$ cat src/rtl/dsc_pkg.sv
// package: constants and types for the dac sequencer conversion control block
// Function
// - per-block conversion count; zero means convert continuously without stopping.
// - fifo fill level is presented to software as a readable value.
// - whenever fifo holds data, a data set preloads all participating dacs. The logic stops preloading once an error is set or it halts.
// - normal mode issues no pulses until software sets the start bit.
// - after start wait rising clock edge, then pulse each period from falling edge.
// - active flag sets on start write and clears on last conversion.
// - after each pulse the next set is sent, waiting on empty fifo.
// - preload flag sets when a set is transferred, clears at next pulse.
// - timing error when a due pulse would break dac minimum timing.
// - data error when a pulse is due and preload is incomplete.
// - any timing, data or frame error halts the sequencer, no more pulses.
// - frame mode takes conversions per frame and interval; zero means continuous. i_frame_interval is not used by the logic.
// - frame mode waits for trigger, then pulses from next conversion clock event.
// - frame end clears active, next trigger restarts automatically.
// - outside continuous mode, trigger before frame completes raises a frame error.
// - multi-board: master drives trigger and clock; all boards take pin inputs.
// - nonzero length write while idle starts fetch; write only after completion. This block has no length register or fetch logic.
// - set is four 16-bit words per dac, by device then channel.
`default_nettype none
package dsc_pkg;
  localparam int unsigned DSC_NUM_DACS      = 2;
  localparam int unsigned DSC_CH_PER_DAC    = 4;
  localparam int unsigned DSC_WORDS_PER_SET = DSC_NUM_DACS * DSC_CH_PER_DAC;
  localparam int unsigned DSC_CNT_W         = 16;
  localparam int unsigned DSC_LVL_W         = 12;
  localparam logic [DSC_CNT_W-1:0] DSC_CNT_RST = 16'h0000;
  // minimum spacing between two pulses required by the dacs
  localparam int unsigned DSC_MIN_GAP_NS   = 25000;
  localparam int unsigned DSC_CLK_NS       = 10;
  localparam int unsigned DSC_MIN_GAP_CYC  = (DSC_MIN_GAP_NS + DSC_CLK_NS - 1) / DSC_CLK_NS;
  localparam int unsigned DSC_GAP_W        = 16;
  localparam logic [DSC_GAP_W-1:0] DSC_GAP_RST = 16'h0000;

  typedef enum logic [1:0] {DSC_MODE_OFF, DSC_MODE_NORMAL, DSC_MODE_FRAME} dsc_mode_t;

  typedef struct packed {
    logic [15:0] word;
    logic        valid;
  } dsc_data_t;

  typedef struct packed {
    logic active;
    logic preload;
    logic err_timing;
    logic err_data;
    logic err_frame;
  } dsc_status_t;
endpackage : dsc_pkg
`default_nettype wire

$ cat src/rtl/dsc_sync.sv
// two flip-flop level synchroniser
`default_nettype none
module dsc_sync (
  input  wire logic i_sys_clk,
  input  wire logic i_srst,
  input  wire logic i_async,
  output logic      o_sync
);
  logic meta_reg;
  logic sync_reg;
  always_ff @(posedge i_sys_clk) begin
    if (i_srst) begin
      meta_reg <= 1'b0;
      sync_reg <= 1'b0;
    end else begin
      meta_reg <= i_async;
      sync_reg <= meta_reg;
    end
  end
  assign o_sync = sync_reg;
endmodule : dsc_sync
`default_nettype wire

$ cat src/rtl/dsc_ctrl.sv
// conversion control: preload, pulse sequencing and error detection
`default_nettype none
module dsc_ctrl
  import dsc_pkg::*;
(
  input  wire logic                 i_sys_clk,
  input  wire logic                 i_srst,
  input  var  dsc_mode_t            i_mode,
  input  wire logic [DSC_CNT_W-1:0] i_num_conv,
  input  wire logic [DSC_CNT_W-1:0] i_frame_interval,
  input  wire logic                 i_start,
  input  wire logic                 i_conv_clk_pin,
  input  wire logic                 i_frame_trig_pin,
  input  var  dsc_data_t            i_fifo_data,
  input  wire logic [DSC_LVL_W-1:0] i_fifo_level,
  output logic                      o_fifo_ready,
  output dsc_data_t                 o_dac_data,
  output logic [0:0]                o_dac_sel,
  output logic [1:0]                o_dac_ch,
  output logic                      o_dac_load,
  input  wire logic                 i_dac_ready,
  output logic                      o_dac_conv_pulse,
  output logic [DSC_LVL_W-1:0]      o_fifo_level,
  output dsc_status_t               o_status
);
  ////////////////////////////////////////////////////////////////////////////
  // synchronisers and edge detection
  logic start_s;
  logic cclk_s;
  logic trig_s;
  dsc_sync u_sync_start (.i_sys_clk(i_sys_clk), .i_srst(i_srst), .i_async(i_start),
                         .o_sync(start_s));
  dsc_sync u_sync_cclk (.i_sys_clk(i_sys_clk), .i_srst(i_srst), .i_async(i_conv_clk_pin),
                        .o_sync(cclk_s));
  dsc_sync u_sync_trig (.i_sys_clk(i_sys_clk), .i_srst(i_srst), .i_async(i_frame_trig_pin),
                        .o_sync(trig_s));

  logic start_d_reg;
  logic cclk_d_reg;
  logic trig_d_reg;
  always_ff @(posedge i_sys_clk) begin
    if (i_srst) begin
      start_d_reg <= 1'b0;
      cclk_d_reg  <= 1'b0;
      trig_d_reg  <= 1'b0;
    end else begin
      start_d_reg <= start_s;
      cclk_d_reg  <= cclk_s;
      trig_d_reg  <= trig_s;
    end
  end

  wire start_rise = start_s & ~start_d_reg;
  wire cclk_rise  = cclk_s & ~cclk_d_reg;
  wire cclk_fall  = ~cclk_s & cclk_d_reg;
  wire trig_rise  = trig_s & ~trig_d_reg;

  ////////////////////////////////////////////////////////////////////////////
  // sequencer state
  typedef enum logic [1:0] {DSC_IDLE, DSC_ARM, DSC_RUN, DSC_HALT} dsc_state_t;
  dsc_state_t state_reg;
  dsc_state_t state_next;

  logic [DSC_CNT_W-1:0] done_reg;
  logic [DSC_GAP_W-1:0] gap_reg;
  logic                 active_reg;
  logic                 preload_reg;
  logic                 err_t_reg;
  logic                 err_d_reg;
  logic                 err_f_reg;
  logic [2:0]           widx_reg;
  logic                 loading_reg;

  // one shared increment keeps the compare and the counter on the same width
  function automatic logic [DSC_CNT_W-1:0] dsc_inc(input logic [DSC_CNT_W-1:0] v);
    return v + DSC_CNT_W'(1);
  endfunction : dsc_inc

  wire is_normal  = (i_mode == DSC_MODE_NORMAL);
  wire is_frame   = (i_mode == DSC_MODE_FRAME);
  wire continuous = (i_num_conv == DSC_CNT_RST);
  wire any_err    = err_t_reg | err_d_reg | err_f_reg;

  // frame mode fires on the rising edge (first event after trigger); normal on falling
  wire pulse_due  = (state_reg == DSC_RUN) &&
                    (is_normal ? cclk_fall : cclk_rise);
  wire gap_ok     = (gap_reg >= DSC_GAP_W'(DSC_MIN_GAP_CYC));
  wire timing_bad = pulse_due & ~gap_ok;
  wire data_bad   = pulse_due & gap_ok & ~preload_reg;
  wire fire       = pulse_due & gap_ok & preload_reg;
  wire last_conv  = fire & ~continuous &
                    (dsc_inc(done_reg) == i_num_conv);
  wire frame_bad  = is_frame & trig_rise & ~continuous &
                    (state_reg == DSC_RUN);
  wire new_err    = timing_bad | data_bad | frame_bad;

  always_comb begin
    state_next = state_reg;
    unique case (state_reg)
      DSC_IDLE: begin
        if (is_normal && start_rise) state_next = DSC_ARM;
        else if (is_frame && trig_rise) state_next = DSC_RUN;
      end
      DSC_ARM:  if (cclk_rise) state_next = DSC_RUN;
      DSC_RUN: begin
        if (new_err) state_next = DSC_HALT;
        else if (last_conv) state_next = DSC_IDLE;
      end
      DSC_HALT: state_next = DSC_HALT;
    endcase
    if (i_mode == DSC_MODE_OFF) state_next = DSC_IDLE;
  end

  always_ff @(posedge i_sys_clk) begin
    if (i_srst) begin
      state_reg <= DSC_IDLE;
    end else begin
      state_reg <= state_next;
    end
  end

  ////////////////////////////////////////////////////////////////////////////
  // conversion counting, gap timer and flags
  // errors are sticky until reset or mode off: halting must be visible to software
  always_ff @(posedge i_sys_clk) begin
    if (i_srst || i_mode == DSC_MODE_OFF) begin
      done_reg   <= DSC_CNT_RST;
      active_reg <= 1'b0;
      err_t_reg  <= 1'b0;
      err_d_reg  <= 1'b0;
      err_f_reg  <= 1'b0;
    end else begin
      if (state_reg == DSC_IDLE && state_next != DSC_IDLE) begin
        done_reg   <= DSC_CNT_RST;
        active_reg <= 1'b1;
      end else if (fire) begin
        done_reg <= dsc_inc(done_reg);
      end
      if (last_conv || new_err) active_reg <= 1'b0;
      if (timing_bad) err_t_reg <= 1'b1;
      if (data_bad) err_d_reg <= 1'b1;
      if (frame_bad) err_f_reg <= 1'b1;
    end
  end

  // gap timer starts saturated so the first pulse is never a timing error
  always_ff @(posedge i_sys_clk) begin
    if (i_srst) begin
      gap_reg <= ~DSC_GAP_RST;
    end else if (fire) begin
      gap_reg <= DSC_GAP_RST;
    end else if (gap_reg != ~DSC_GAP_RST) begin
      gap_reg <= gap_reg + DSC_GAP_W'(1);
    end
  end

  ////////////////////////////////////////////////////////////////////////////
  // preload: one data set of four words per dac, device then channel order
  wire can_load = ~preload_reg & ~any_err & (state_reg != DSC_HALT);
  wire take     = can_load & i_fifo_data.valid & i_dac_ready;
  wire set_done = take & (widx_reg == 3'(DSC_WORDS_PER_SET - 1));

  assign o_fifo_ready = can_load & i_dac_ready;

  always_ff @(posedge i_sys_clk) begin
    if (i_srst) begin
      widx_reg    <= 3'h0;
      preload_reg <= 1'b0;
      loading_reg <= 1'b0;
      o_dac_data  <= '0;
      o_dac_sel   <= 1'h0;
      o_dac_ch    <= 2'h0;
    end else begin
      loading_reg <= take;
      if (take) begin
        o_dac_data <= i_fifo_data;
        o_dac_sel  <= widx_reg[2];
        o_dac_ch   <= widx_reg[1:0];
        widx_reg   <= set_done ? 3'h0 : widx_reg + 3'h1;
      end else begin
        o_dac_data.valid <= 1'b0;
      end
      // set wins over clear: a set completing on a pulse cycle keeps the flag
      if (set_done) preload_reg <= 1'b1;
      else if (fire) preload_reg <= 1'b0;
    end
  end
  assign o_dac_load = loading_reg;

  ////////////////////////////////////////////////////////////////////////////
  // outputs
  logic pulse_reg;
  always_ff @(posedge i_sys_clk) begin
    if (i_srst) begin
      pulse_reg    <= 1'b0;
      o_fifo_level <= '0;
    end else begin
      pulse_reg    <= fire;
      o_fifo_level <= i_fifo_level;
    end
  end
  assign o_dac_conv_pulse   = pulse_reg;
  // one driver for the whole status word
  assign o_status = '{active:     active_reg,
                      preload:    preload_reg,
                      err_timing: err_t_reg,
                      err_data:   err_d_reg,
                      err_frame:  err_f_reg};
endmodule : dsc_ctrl
`default_nettype wire

$ cat config.mk
export PLATFORM = sky130hd
export DESIGN_NAME = dsc_ctrl
export DESIGN_NICKNAME = d
export VERILOG_FILES = /design/src/rtl/dsc_pkg.sv /design/src/rtl/dsc_sync.sv /design/src/rtl/dsc_ctrl.sv
export SDC_FILE = /design/constraint.sdc
export NUM_CORES = 1
export LEC_CHECK = 0
export ABC_AREA = 1
export BUFFER_PORTS_ARGS = -buffer_cell sky130_fd_sc_hd__buf_4
export CORE_MARGIN = 5
export CORE_UTILIZATION = 30
export DETAILED_ROUTE_END_ITERATION = 12
export PLACE_DENSITY = 0.49
export RECOVER_POWER = 50
export SYNTH_ARGS = -nofsm -noshare
export SYNTH_HDL_FRONTEND = slang
export SYNTH_SLANG_ARGS = --single-unit
$ cat constraint.sdc
create_clock -name i_sys_clk -period 2.35 [get_ports i_sys_clk]
set_clock_uncertainty 0.05 [all_clocks]
set_input_delay 0 -clock i_sys_clk [delete_from_list [all_inputs] [get_ports i_sys_clk]]
set_output_delay 0 -clock i_sys_clk [all_outputs]
set_load 0.1 [all_outputs]
-- Yosys cells after proc, flatten, opt, wreduce, memory -nomap -nowiden
Cells that the tools add are included.
- word-level logic and storage cells: 98
- output and inout bits: 40
- register bits: 85
- input bits: 69
- bitwise logic cells: 32
- reduce and logical (&&, ||, !) cells: 15
- mux-type cells: 13
- eq/ne operators: 9
- $lt $le $gt $ge: 1
- add/subtract/negate cells: 3
- operators with widths (kind ; number):
    $add A16 B1 Y16 const B ; 2
    $mux W16 ; 2
    $and A1 B1 Y1 ; 19
    $eq A16 B16 Y1 ; 1
    $ge A16 B12 Y1 const B ; 1
    $logic_not A16 Y1 ; 1
    $ne A16 B16 Y1 const B ; 1
    $mux W2 ; 6
    $not A1 Y1 ; 9
    $pmux W2 S4 ; 1
    $eq A2 B2 Y1 const B ; 3
    $reduce_bool A2 Y1 ; 3
    $reduce_or A2 Y1 ; 3
    $eq A2 B1 Y1 const B ; 2
    $logic_and A1 B1 Y1 ; 4
    $logic_not A2 Y1 ; 2
    $or A1 B1 Y1 ; 4
    $add A3 B1 Y3 const B ; 1
    $eq A3 B3 Y1 const B ; 1
    $mux W1 ; 3
    $mux W3 ; 1
    $logic_or A1 B1 Y1 ; 2
    $ne A2 B2 Y1 const B ; 1

-- Longest topological paths before layout
Gate-level depths: netlist (run 1).
- word-level depth: 15
- gate-level depth with buffers: 18
- depth with buffers taken out: 17

-- Cells and area by module
A second synthesis (run 1) with hierarchy kept.
- cells, all modules: 633
- area, all modules: 4216.5 um2
- modules (own cells, without submodules) (module ; times used ; cells an instance ; sequential area each (um2) ; area an instance (um2)):
    dsc_ctrl ; 1 ; 615 ; 1581.5 ; 4051.4
    dsc_sync ; 3 ; 6 ; 40.0 ; 55.1

-- Worst setup path before layout (run 1)
No wires, ideal clock.
- path type: register to register
- from: register err_t_reg
- to: register o_dac_ch[1]
- slack: -4.637 ns
- arrival time: 6.872 ns
- stages on the path, launching flop included: 9
- cells stage by stage: dfxtp_1 > inv_1 > nand3_1 > a2111oi_0 > nand2_1 > clkinv_1 > buf_2 > nor2_1 > nor2_1
- word-level cells in the longest chain between the ends: 7
- ends and longest elaborated chain (element ; RTL line ; text):
    start, declared ; dsc_ctrl.sv:68 ; logic err_t_reg;
    start signal, assigned ; dsc_ctrl.sv:129 ; err_t_reg <= 1'b0;
    start signal, assigned ; dsc_ctrl.sv:140 ; if (timing_bad) err_t_reg <= 1'b1;
    $or A1 B1 Y1 (2 in series) ; dsc_ctrl.sv:82 ; wire any_err = err_t_reg | err_d_reg | err_f_reg;
    $not A1 Y1 ; dsc_ctrl.sv:159 ; wire can_load = ~preload_reg & ~any_err & (state_reg != DSC_HALT);
    $and A1 B1 Y1 (2 in series) ; dsc_ctrl.sv:159 ;
    $and A1 B1 Y1 (2 in series) ; dsc_ctrl.sv:160 ; wire take = can_load & i_fifo_data.valid & i_dac_ready;
    end signal, assigned ; dsc_ctrl.sv:178 ; o_dac_ch <= widx_reg[1:0];
    end, declared ; dsc_ctrl.sv:19 ; output logic [1:0] o_dac_ch,
No other way between the ends.
A chain may end at the register's enable or synchronous reset.

-- Worst setup path after layout (run 1)
- from: register done_reg[1]
- to: register done_reg[4]
- word-level cells in the longest chain between the ends: 10
- ends and longest elaborated chain (element ; RTL line ; text):
    start, declared ; dsc_ctrl.sv:64 ; logic [DSC_CNT_W-1:0] done_reg;
    start signal, assigned ; dsc_ctrl.sv:137 ; done_reg <= dsc_inc(done_reg);
    $add A16 B1 Y16 * ; dsc_ctrl.sv:76 ; return v + DSC_CNT_W'(1);
    $eq A16 B16 Y1 ; dsc_ctrl.sv:92 ; (dsc_inc(done_reg) == i_num_conv);
    $and A1 B1 Y1 ; dsc_ctrl.sv:91 ; wire last_conv = fire & ~continuous &
    $mux W2 ; dsc_ctrl.sv:107 ; else if (last_conv) state_next = DSC_IDLE;
    $mux W2 ; dsc_ctrl.sv:106 ; if (new_err) state_next = DSC_HALT;
    $pmux W2 S4 ; dsc_ctrl.sv:99 ; unique case (state_reg)
    $mux W2 ; dsc_ctrl.sv:111 ; if (i_mode == DSC_MODE_OFF) state_next = DSC_IDLE;
    $reduce_bool A2 Y1 ; dsc_ctrl.sv:133 ; if (state_reg == DSC_IDLE && state_next != DSC_IDLE) begin
    $logic_and A1 B1 Y1 ; dsc_ctrl.sv:133 ;
    $reduce_or A2 Y1 (no line) ; n/a ;
Mark *: on every way between the ends. The rest lies on a longest branch, timed or not.

==> parameters.txt, run 1 <==
Parameter                              Value

Timing
  Maximum clock rate    around 0.46 GHz
  Hold Fails Final Rpt    0
  Worst slew margin    about 19%
  Final-report setup violation count    0
  Period minus WS final    approximately 2.2 ns
  Unrepaired setup endpoints after global routing    false
  Measured slew at the worst slew-check pin    1.22 ns
  Max Transition Viols Final    0
  Final worst hold slack    0.0557 ns
  Final setup TNS    0 ns
  Crit share post-route    approximately 93%

CTS
  Clock root buffer    sky130_fd_sc_hd__clkbuf_16
  H-Tree Depth    3
  TritonCTS clock tree    built
  Clock tree buffer depth    2
  Clk pin slew, worst setup/hold paths    0.06 ns
  Clk Latency, worst-skew pair    between 0.3 and 0.4 ns
  Inserted Clock Buffers    9
  Clk sinks    85

Pwr
  Power per cell area    a little under 800 nW/um^2
  Part of the total power dissipated in combinational logic    a little under a third
  Power share of the clock group    between 30% and 40%
  Reported net switching power    between 1500 and 2000 uW
  Internal Power    2870 uW
  Switching power share of the total    36.6%
  Sequential share of power    a little under two fifths
  Total leakage power    approximately 0.0026 uW
  VDD IR max    0.000284 V

Placed design
  HPWL after DPL    8050 um
  Post-Place Cells    ~900
  Final weighted congestion of routability-driven global placement    0.843
  Count of input and output buffers    92

Yosys
  Cell count after synthesis    approximately 630
  Part of the Yosys area used for sequential elements    between 40% and 50%
  Average footprint of a synthesized cell    roughly 6.6 sq um
  Number of flops mapped to enable cells by yosys    0
  Yosys top cell area share    about two fifths
  Synthesized flop and latch total    85
  Syn Std Cell Area    around 4200 sq um
  Ys flop type    sky130_fd_sc_hd__dfxtp_1
  Async set-or-reset flop fraction in the synthesized netlist    0%
  Net count after synthesis    approximately 710
  Warning count from the yosys run    0
  Most area-hungry cell type in the Yosys netlist    sky130_fd_sc_hd__dfxtp_1
  Leading post-synthesis cells by cell area    sky130_fd_sc_hd__dfxtp_1, sky130_fd_sc_hd__nand2_1, sky130_fd_sc_hd__nor2_1
  Number of distinct library cells after synthesis    36

Die
  Area of the die    between 15000 and 20000 sq um
  Std-Cell Rows    43
  Die Wd    about 130 um
  Initial core utilization    between 30 and 40%
  Core footprint    ~14000 sq um
  Die Ht    between 100 and 150 um
  Num ports    around 110

Global routing
  Congestion Overflow GR    0
  Antenna violations before repair    0
  Total Routing Usage GR    between 10% and 20%
  Global-route wire length before repair    roughly 18000 um
  Vias in the first global route    around 4000
  Largest net degree at the start of global routing    32

Min path
  Hold path depth    6
  Hold crit path type    in -> reg

Route
  Routed len/inst    between 10 and 15 um
  Via total after detailed routing    between 4000 and 5000
  Count of unresolved DRC violations after routing    0
  Number of detailed-route iterations in the first pass    4
  Total wirelength of the detailed-routed design    approximately 11000 um
  Post-route antenna net violation count    0
  Vias per std cell    around 4.4
  Number of design-rule violations left by the first detailed-router iteration    approximately 190

Setup path
  Type of destination of the critical path    register
  Worst Reg-to-Reg Cells    15
  Path type of the worst setup path    reg -> reg
  Launching element type of the critical path    register
  Crit path max fanout    8
  Required time of the worst setup path    roughly 2.6 ns
  Worst Path Arrival    around 2.4 ns

Finish
  Antenna cells    0
  Count of non-filler cells in the finished layout    ~950
  Post-layout net count    840
  Flip-flop count of the largest register after layout    17
  Most frequent cells in the layout    sky130_fd_sc_hd__nand2_1, sky130_fd_sc_hd__nor2_1, sky130_fd_sc_hd__inv_1, sky130_fd_sc_hd__dfxtp_1, sky130_fd_sc_hd__buf_4
  Layout Area Growth over Synthesis    37.9%
  Fraction of final layout cells with drive strength greater than 1    17.4%
  Leading cell type in the layout, fill and taps excluded    sky130_fd_sc_hd__nand2_1

Job
  Max-capacitance violation count    0

Status
  Run status    complete, no violations
[power groups by stage]
stage	clock network (uW)	logic [uW]	registers, uW
2_1_floorplan	0	781	1970
4_1_cts	1430	1450	1720
6_report	1390	1430	1720
5_1_grt	1500	1620	1740
3_5_place_dp	0	1400	1750
3_3_place_gp	0	1380	1750
[final timing paths]
kind | startpoint | end | slack, ns
worst min-delay path | i_mode[0] | state_reg[1] | 0.06
worst min register to register | u_sync_trig.meta_reg | u_sync_trig.o_sync | 0.35
worst max-delay path | done_reg[1] | done_reg[4] | 0.17
worst max register to register | done_reg[1] | done_reg[4] | 0.17
[worst max-delay path, stage by stage (launching register included)]
cell                        delay [ns]
sky130_fd_sc_hd__dfxtp_4          0.38
sky130_fd_sc_hd__ha_4             0.15
sky130_fd_sc_hd__nand3_4          0.12
sky130_fd_sc_hd__o21ai_1          0.17
sky130_fd_sc_hd__and2_1           0.17
sky130_fd_sc_hd__nor2_1           0.04
sky130_fd_sc_hd__nor2_1           0.12
sky130_fd_sc_hd__nand3_1          0.13
sky130_fd_sc_hd__nor2_4           0.15
sky130_fd_sc_hd__nand3_2          0.08
sky130_fd_sc_hd__nand2_2          0.06
sky130_fd_sc_hd__nand2_1          0.06
sky130_fd_sc_hd__nand2_2          0.09
sky130_fd_sc_hd__nand2_4          0.07
sky130_fd_sc_hd__clkbuf_16        0.19
sky130_fd_sc_hd__nor2_1           0.08
[metal layers]
layer / track usage, % / wire (um) / part of all wire (%) / vias to the layer above
li1: - / - / - / 2235
met1: 16.5 / 5020 / 45 / 1881
met4: 7.05 / 349 / 3.1 / 0
met2: 24.2 / 5560 / 49 / 64
met3: 2.21 / 329 / 2.9 / 21
met5: 0 / 0 / 0 / -
[cell usage after synthesis (4+ instances only)]
cell,n
sky130_fd_sc_hd__a21oi_1,18
sky130_fd_sc_hd__buf_4,5
sky130_fd_sc_hd__clkbuf_1,9
sky130_fd_sc_hd__dfxtp_1,85
sky130_fd_sc_hd__ha_1,5
sky130_fd_sc_hd__inv_1,105
sky130_fd_sc_hd__nand2_1,127
sky130_fd_sc_hd__nand3_1,44
sky130_fd_sc_hd__nand4_1,13
sky130_fd_sc_hd__nor2_1,120
sky130_fd_sc_hd__nor2_2,13
sky130_fd_sc_hd__nor3_1,4
sky130_fd_sc_hd__o211ai_1,6
sky130_fd_sc_hd__o21ai_0,43
sky130_fd_sc_hd__o21ai_1,4
[layout make-up]
| class | count | area, sq um |
|---|---|---|
| Clock buffer | 12 | 256 |
| Clock inverter | 4 | 30.0 |
| Fill cell | 1485 | 8020 |
| Inverter | 110 | 423 |
| Multi-Input combinational cell | 420 | 2070 |
| Sequential cell | 85 | 1720 |
| Tap cell | 180 | 225 |
| Timing Repair Buffer | 140 | 1020 |
[cells by family (layout without fill, tap and decap cells)]
group | count (synthesis) | count (layout) | share of synthesized area (%)
AO/OA/AOI/OAI | 78 | 78 | 10.3
XOR/XNOR | 4 | 4 | 0.841
adder cells (fa/ha/maj) | 5 | 5 | 1.50
buffers and inverters | 129 | 266 | 12.3
AND/OR/NAND/NOR | 333 | 333 | 34.2
flip-flops | 85 | 85 | 40.8
[metrics by stage]
| stage | instance area [sq um] | setup slack (ns) | total power, uW | utilization (%) |
|---|---|---|---|---|
| 3_3_place_gp | 5150 | 0.0732 | 3120 | 37.4 |
| 5_1_grt | 5750 | 0.00313 | 4860 | 41.7 |
| 2_1_floorplan | 4220 | -0.101 | 2760 | - |
| 3_5_place_dp | 5150 | 0.0240 | 3150 | 37.4 |
| 6_report | 5750 | 0.174 | 4530 | 41.7 |
| 4_1_cts | 5750 | 0.0151 | 4600 | 41.7 |
[what timing repair did]
| item | in CTS | in global routing |
|---|---|---|
| resized for setup | 1 | 36 |
| hold endpoints to repair | 31 | 0 |
| hold buffers | 31 | 0 |
| buffers inserted | 0 | 1 |
| pin swaps | 0 | 5 |
| cloned | 0 | 1 |
| endpoints found under the setup margin | 1 | 18 |
Power figures use the tool's default switching activity.
==> run 2, diff against run 1 <==
--- a/config.mk
+++ b/config.mk
@@ -10,6 +10,7 @@
 export CORE_MARGIN = 5
 export CORE_UTILIZATION = 30
 export DETAILED_ROUTE_END_ITERATION = 12
+export HOLD_SLACK_MARGIN = 0.15
 export PLACE_DENSITY = 0.49
 export RECOVER_POWER = 50
 export SYNTH_ARGS = -nofsm -noshare
==> run 2 against run 1 <==
Effect of this change:
- register-to-register slack barely moved
- flip-flop and latch count unchanged
- largest cell class unchanged
- fmax fell by 0.28%
- sequential power is essentially flat
- non-clock buffer count is 18 higher
- total power grew 0.70%
- critical endpoint is now done_reg[6]
==> parameters.txt, run 2 (synthesis gave the netlist of run 1 again) <==
Parameter                              Value

Status
  Run status    complete, no violations

Finish
  Flip-flop count of the largest register after layout    17
  Sequential cell area    between 1500 and 2000 sq um
  Filler instances    1473
  Post-layout net count    about 860
  Antenna cells    0
  Most frequent cells in the layout    sky130_fd_sc_hd__nand2_1, sky130_fd_sc_hd__nor2_1, sky130_fd_sc_hd__inv_1, sky130_fd_sc_hd__dfxtp_1, sky130_fd_sc_hd__buf_4
  Post-route cell area    5930 sq um
  Count of non-filler cells in the finished layout    969
  Leading cell type in the layout, fill and taps excluded    sky130_fd_sc_hd__nand2_1
  Layout Area Growth over Synthesis    42.3%
  Fraction of final layout cells with drive strength greater than 1    between 10% and 20%
  Multi-input gate area    2070 sq um

Pwr
  Part of the total power dissipated in combinational logic    32.0%
  VDD IR max    between 0.0002 and 0.0003 V
  Power per cell area    769 nW/um^2
  Sequential share of power    a little under two fifths
  Reported net switching power    between 1500 and 2000 uW
  Power after layout    roughly 4600 uW
  Total leakage power    between 0.002 and 0.003 uW
  Power share of the clock group    a little under a third
  Internal Power    2900 uW
  Switching power share of the total    about 37%

Setup path
  Type of destination of the critical path    register
  Worst reg2reg startpoint    done_reg[6]
  Path type of the worst setup path    reg -> reg
  R2R Setup Slk    0.17 ns
  Required time of the worst setup path    2.58 ns
  Launching element type of the critical path    register
  Worst Path Arrival    around 2.4 ns
  Crit path max fanout    8
  Critical path startpoint    done_reg[6]

Timing
  Crit share post-route    around 93%
  Measured slew at the worst slew-check pin    ~1.2 ns
  Post-route setup slack    0.167 ns
  Final setup TNS    0 ns
  Final-report setup violation count    0
  Unrepaired setup endpoints after global routing    true
  Max Transition Viols Final    0
  Maximum clock rate    between 0.4 and 0.5 GHz
  Period minus WS final    around 2.2 ns
  Hold Fails Final Rpt    0
  Worst slew margin    between 10% and 20%

CTS
  Inserted Clock Buffers    9
  Clk pin slew, worst setup/hold paths    around 0.060 ns
  Clock root buffer    sky130_fd_sc_hd__clkbuf_16
  TritonCTS clock tree    built
  Clk sinks    85
  H-Tree Depth    3
  Clock tree buffer depth    2
  Clk Latency, worst-skew pair    0.34 ns

Min path
  Hold crit path type    in -> reg
  Origin of the worst min-delay path    i_num_conv[12]

Global routing
  Total Routing Usage GR    between 10% and 20%
  Largest net degree at the start of global routing    32
  Vias in the first global route    approximately 4200
  Antenna violations before repair    0
  Global-route wire length before repair    around 19000 um
  Congestion Overflow GR    0

Die
  Die Ht    about 130 um
  Area of the die    about 16000 sq um
  Num ports    about 110
  Core footprint    around 14000 sq um
  Initial core utilization    between 30% and 40%
  Die Wd    128 um
  Std-Cell Rows    43

Placed design
  Dpl ws    roughly 0.024 ns
  Post-detailed-placement cell area    approximately 5100 sq um
  HPWL after DPL    ~8100 um
  Post-Place Cells    around 900
  Final weighted congestion of routability-driven global placement    around 0.84
  Count of input and output buffers    between 90 and 100

Route
  Count of unresolved DRC violations after routing    0
  Number of design-rule violations left by the first detailed-router iteration    about 200
  Post-route antenna net violation count    0
  Routed len/inst    about 12 um
  Vias per std cell    around 4.4
  Number of detailed-route iterations in the first pass    4
  Total wirelength of the detailed-routed design    11600 um
  Via total after detailed routing    4300

Job
  Max-capacitance violation count    0
run 2: through the flow:
stage          hold slack [ns]  utilization, %
2_1_floorplan           0.0340               -
3_3_place_gp             0.149            37.4
3_5_place_dp             0.158            37.4
4_1_cts                  0.179            43.1
5_1_grt                  0.260            43.1
6_report                 0.183            43.1
run 2: power by group through the flow:
| stage | logic (uW) | clock network (uW) | registers, uW |
|---|---|---|---|
| 2_1_floorplan | 781 | 0 | 1970 |
| 3_3_place_gp | 1380 | 0 | 1750 |
| 3_5_place_dp | 1400 | 0 | 1750 |
| 4_1_cts | 1470 | 1430 | 1720 |
| 5_1_grt | 1650 | 1500 | 1740 |
| 6_report | 1460 | 1390 | 1720 |
run 2: layer usage:
layer,GRT usage [%],wire length (um),vias to the layer above
met5,0,0,-
met2,25.4,5830,65
li1,-,-,2272
met4,7.30,374,0
met1,16.8,5070,1938
met3,2.29,328,25
run 2: repair_timing:
item | 4_1_cts | 5_1_grt
hold buffers | 50 | 0
hold endpoints to repair | 48 | 0
setup buffers | 0 | 1
pin swaps | 0 | 5
endpoints found under the setup margin | 1 | 18
cloned | 0 | 1
gates resized for setup | 1 | 37
run 2: final cells by class:
type / instances / share of cell area, %
clock inverter: 4 / 0.506
sequential: 85 / 29.0
timing repair buffer: 158 / 20.3
multi-input combinational: 420 / 34.9
inverter: 110 / 7.13
tap: 180 / 3.80
clock buffer: 12 / 4.32
run 2: path summary, 6_finish.rpt:
| check | end | depth (start not counted) |
|---|---|---|
| max | done_reg[6] | 18 |
| min | state_reg[1] | 9 |
| max reg2reg | done_reg[6] | 18 |
| min reg2reg | u_sync_trig.o_sync | 2 |
run 2: worst max-delay path, cell delays in order, from the launching register on:
cell	delay (ns)
sky130_fd_sc_hd__dfxtp_2	0.36
sky130_fd_sc_hd__nand2_1	0.11
sky130_fd_sc_hd__inv_1	0.07
sky130_fd_sc_hd__nand2_1	0.08
sky130_fd_sc_hd__nor2_4	0.14
sky130_fd_sc_hd__buf_4	0.14
sky130_fd_sc_hd__nand3_1	0.09
sky130_fd_sc_hd__nand3_1	0.09
sky130_fd_sc_hd__nand2_1	0.06
sky130_fd_sc_hd__nor2_1	0.08
sky130_fd_sc_hd__nand2_1	0.07
sky130_fd_sc_hd__nor2_2	0.14
sky130_fd_sc_hd__nand3_2	0.08
sky130_fd_sc_hd__nand2_2	0.08
sky130_fd_sc_hd__nand2_2	0.05
sky130_fd_sc_hd__nand2_2	0.10
sky130_fd_sc_hd__nand2_4	0.07
sky130_fd_sc_hd__clkbuf_16	0.19
sky130_fd_sc_hd__nor2_2	0.07
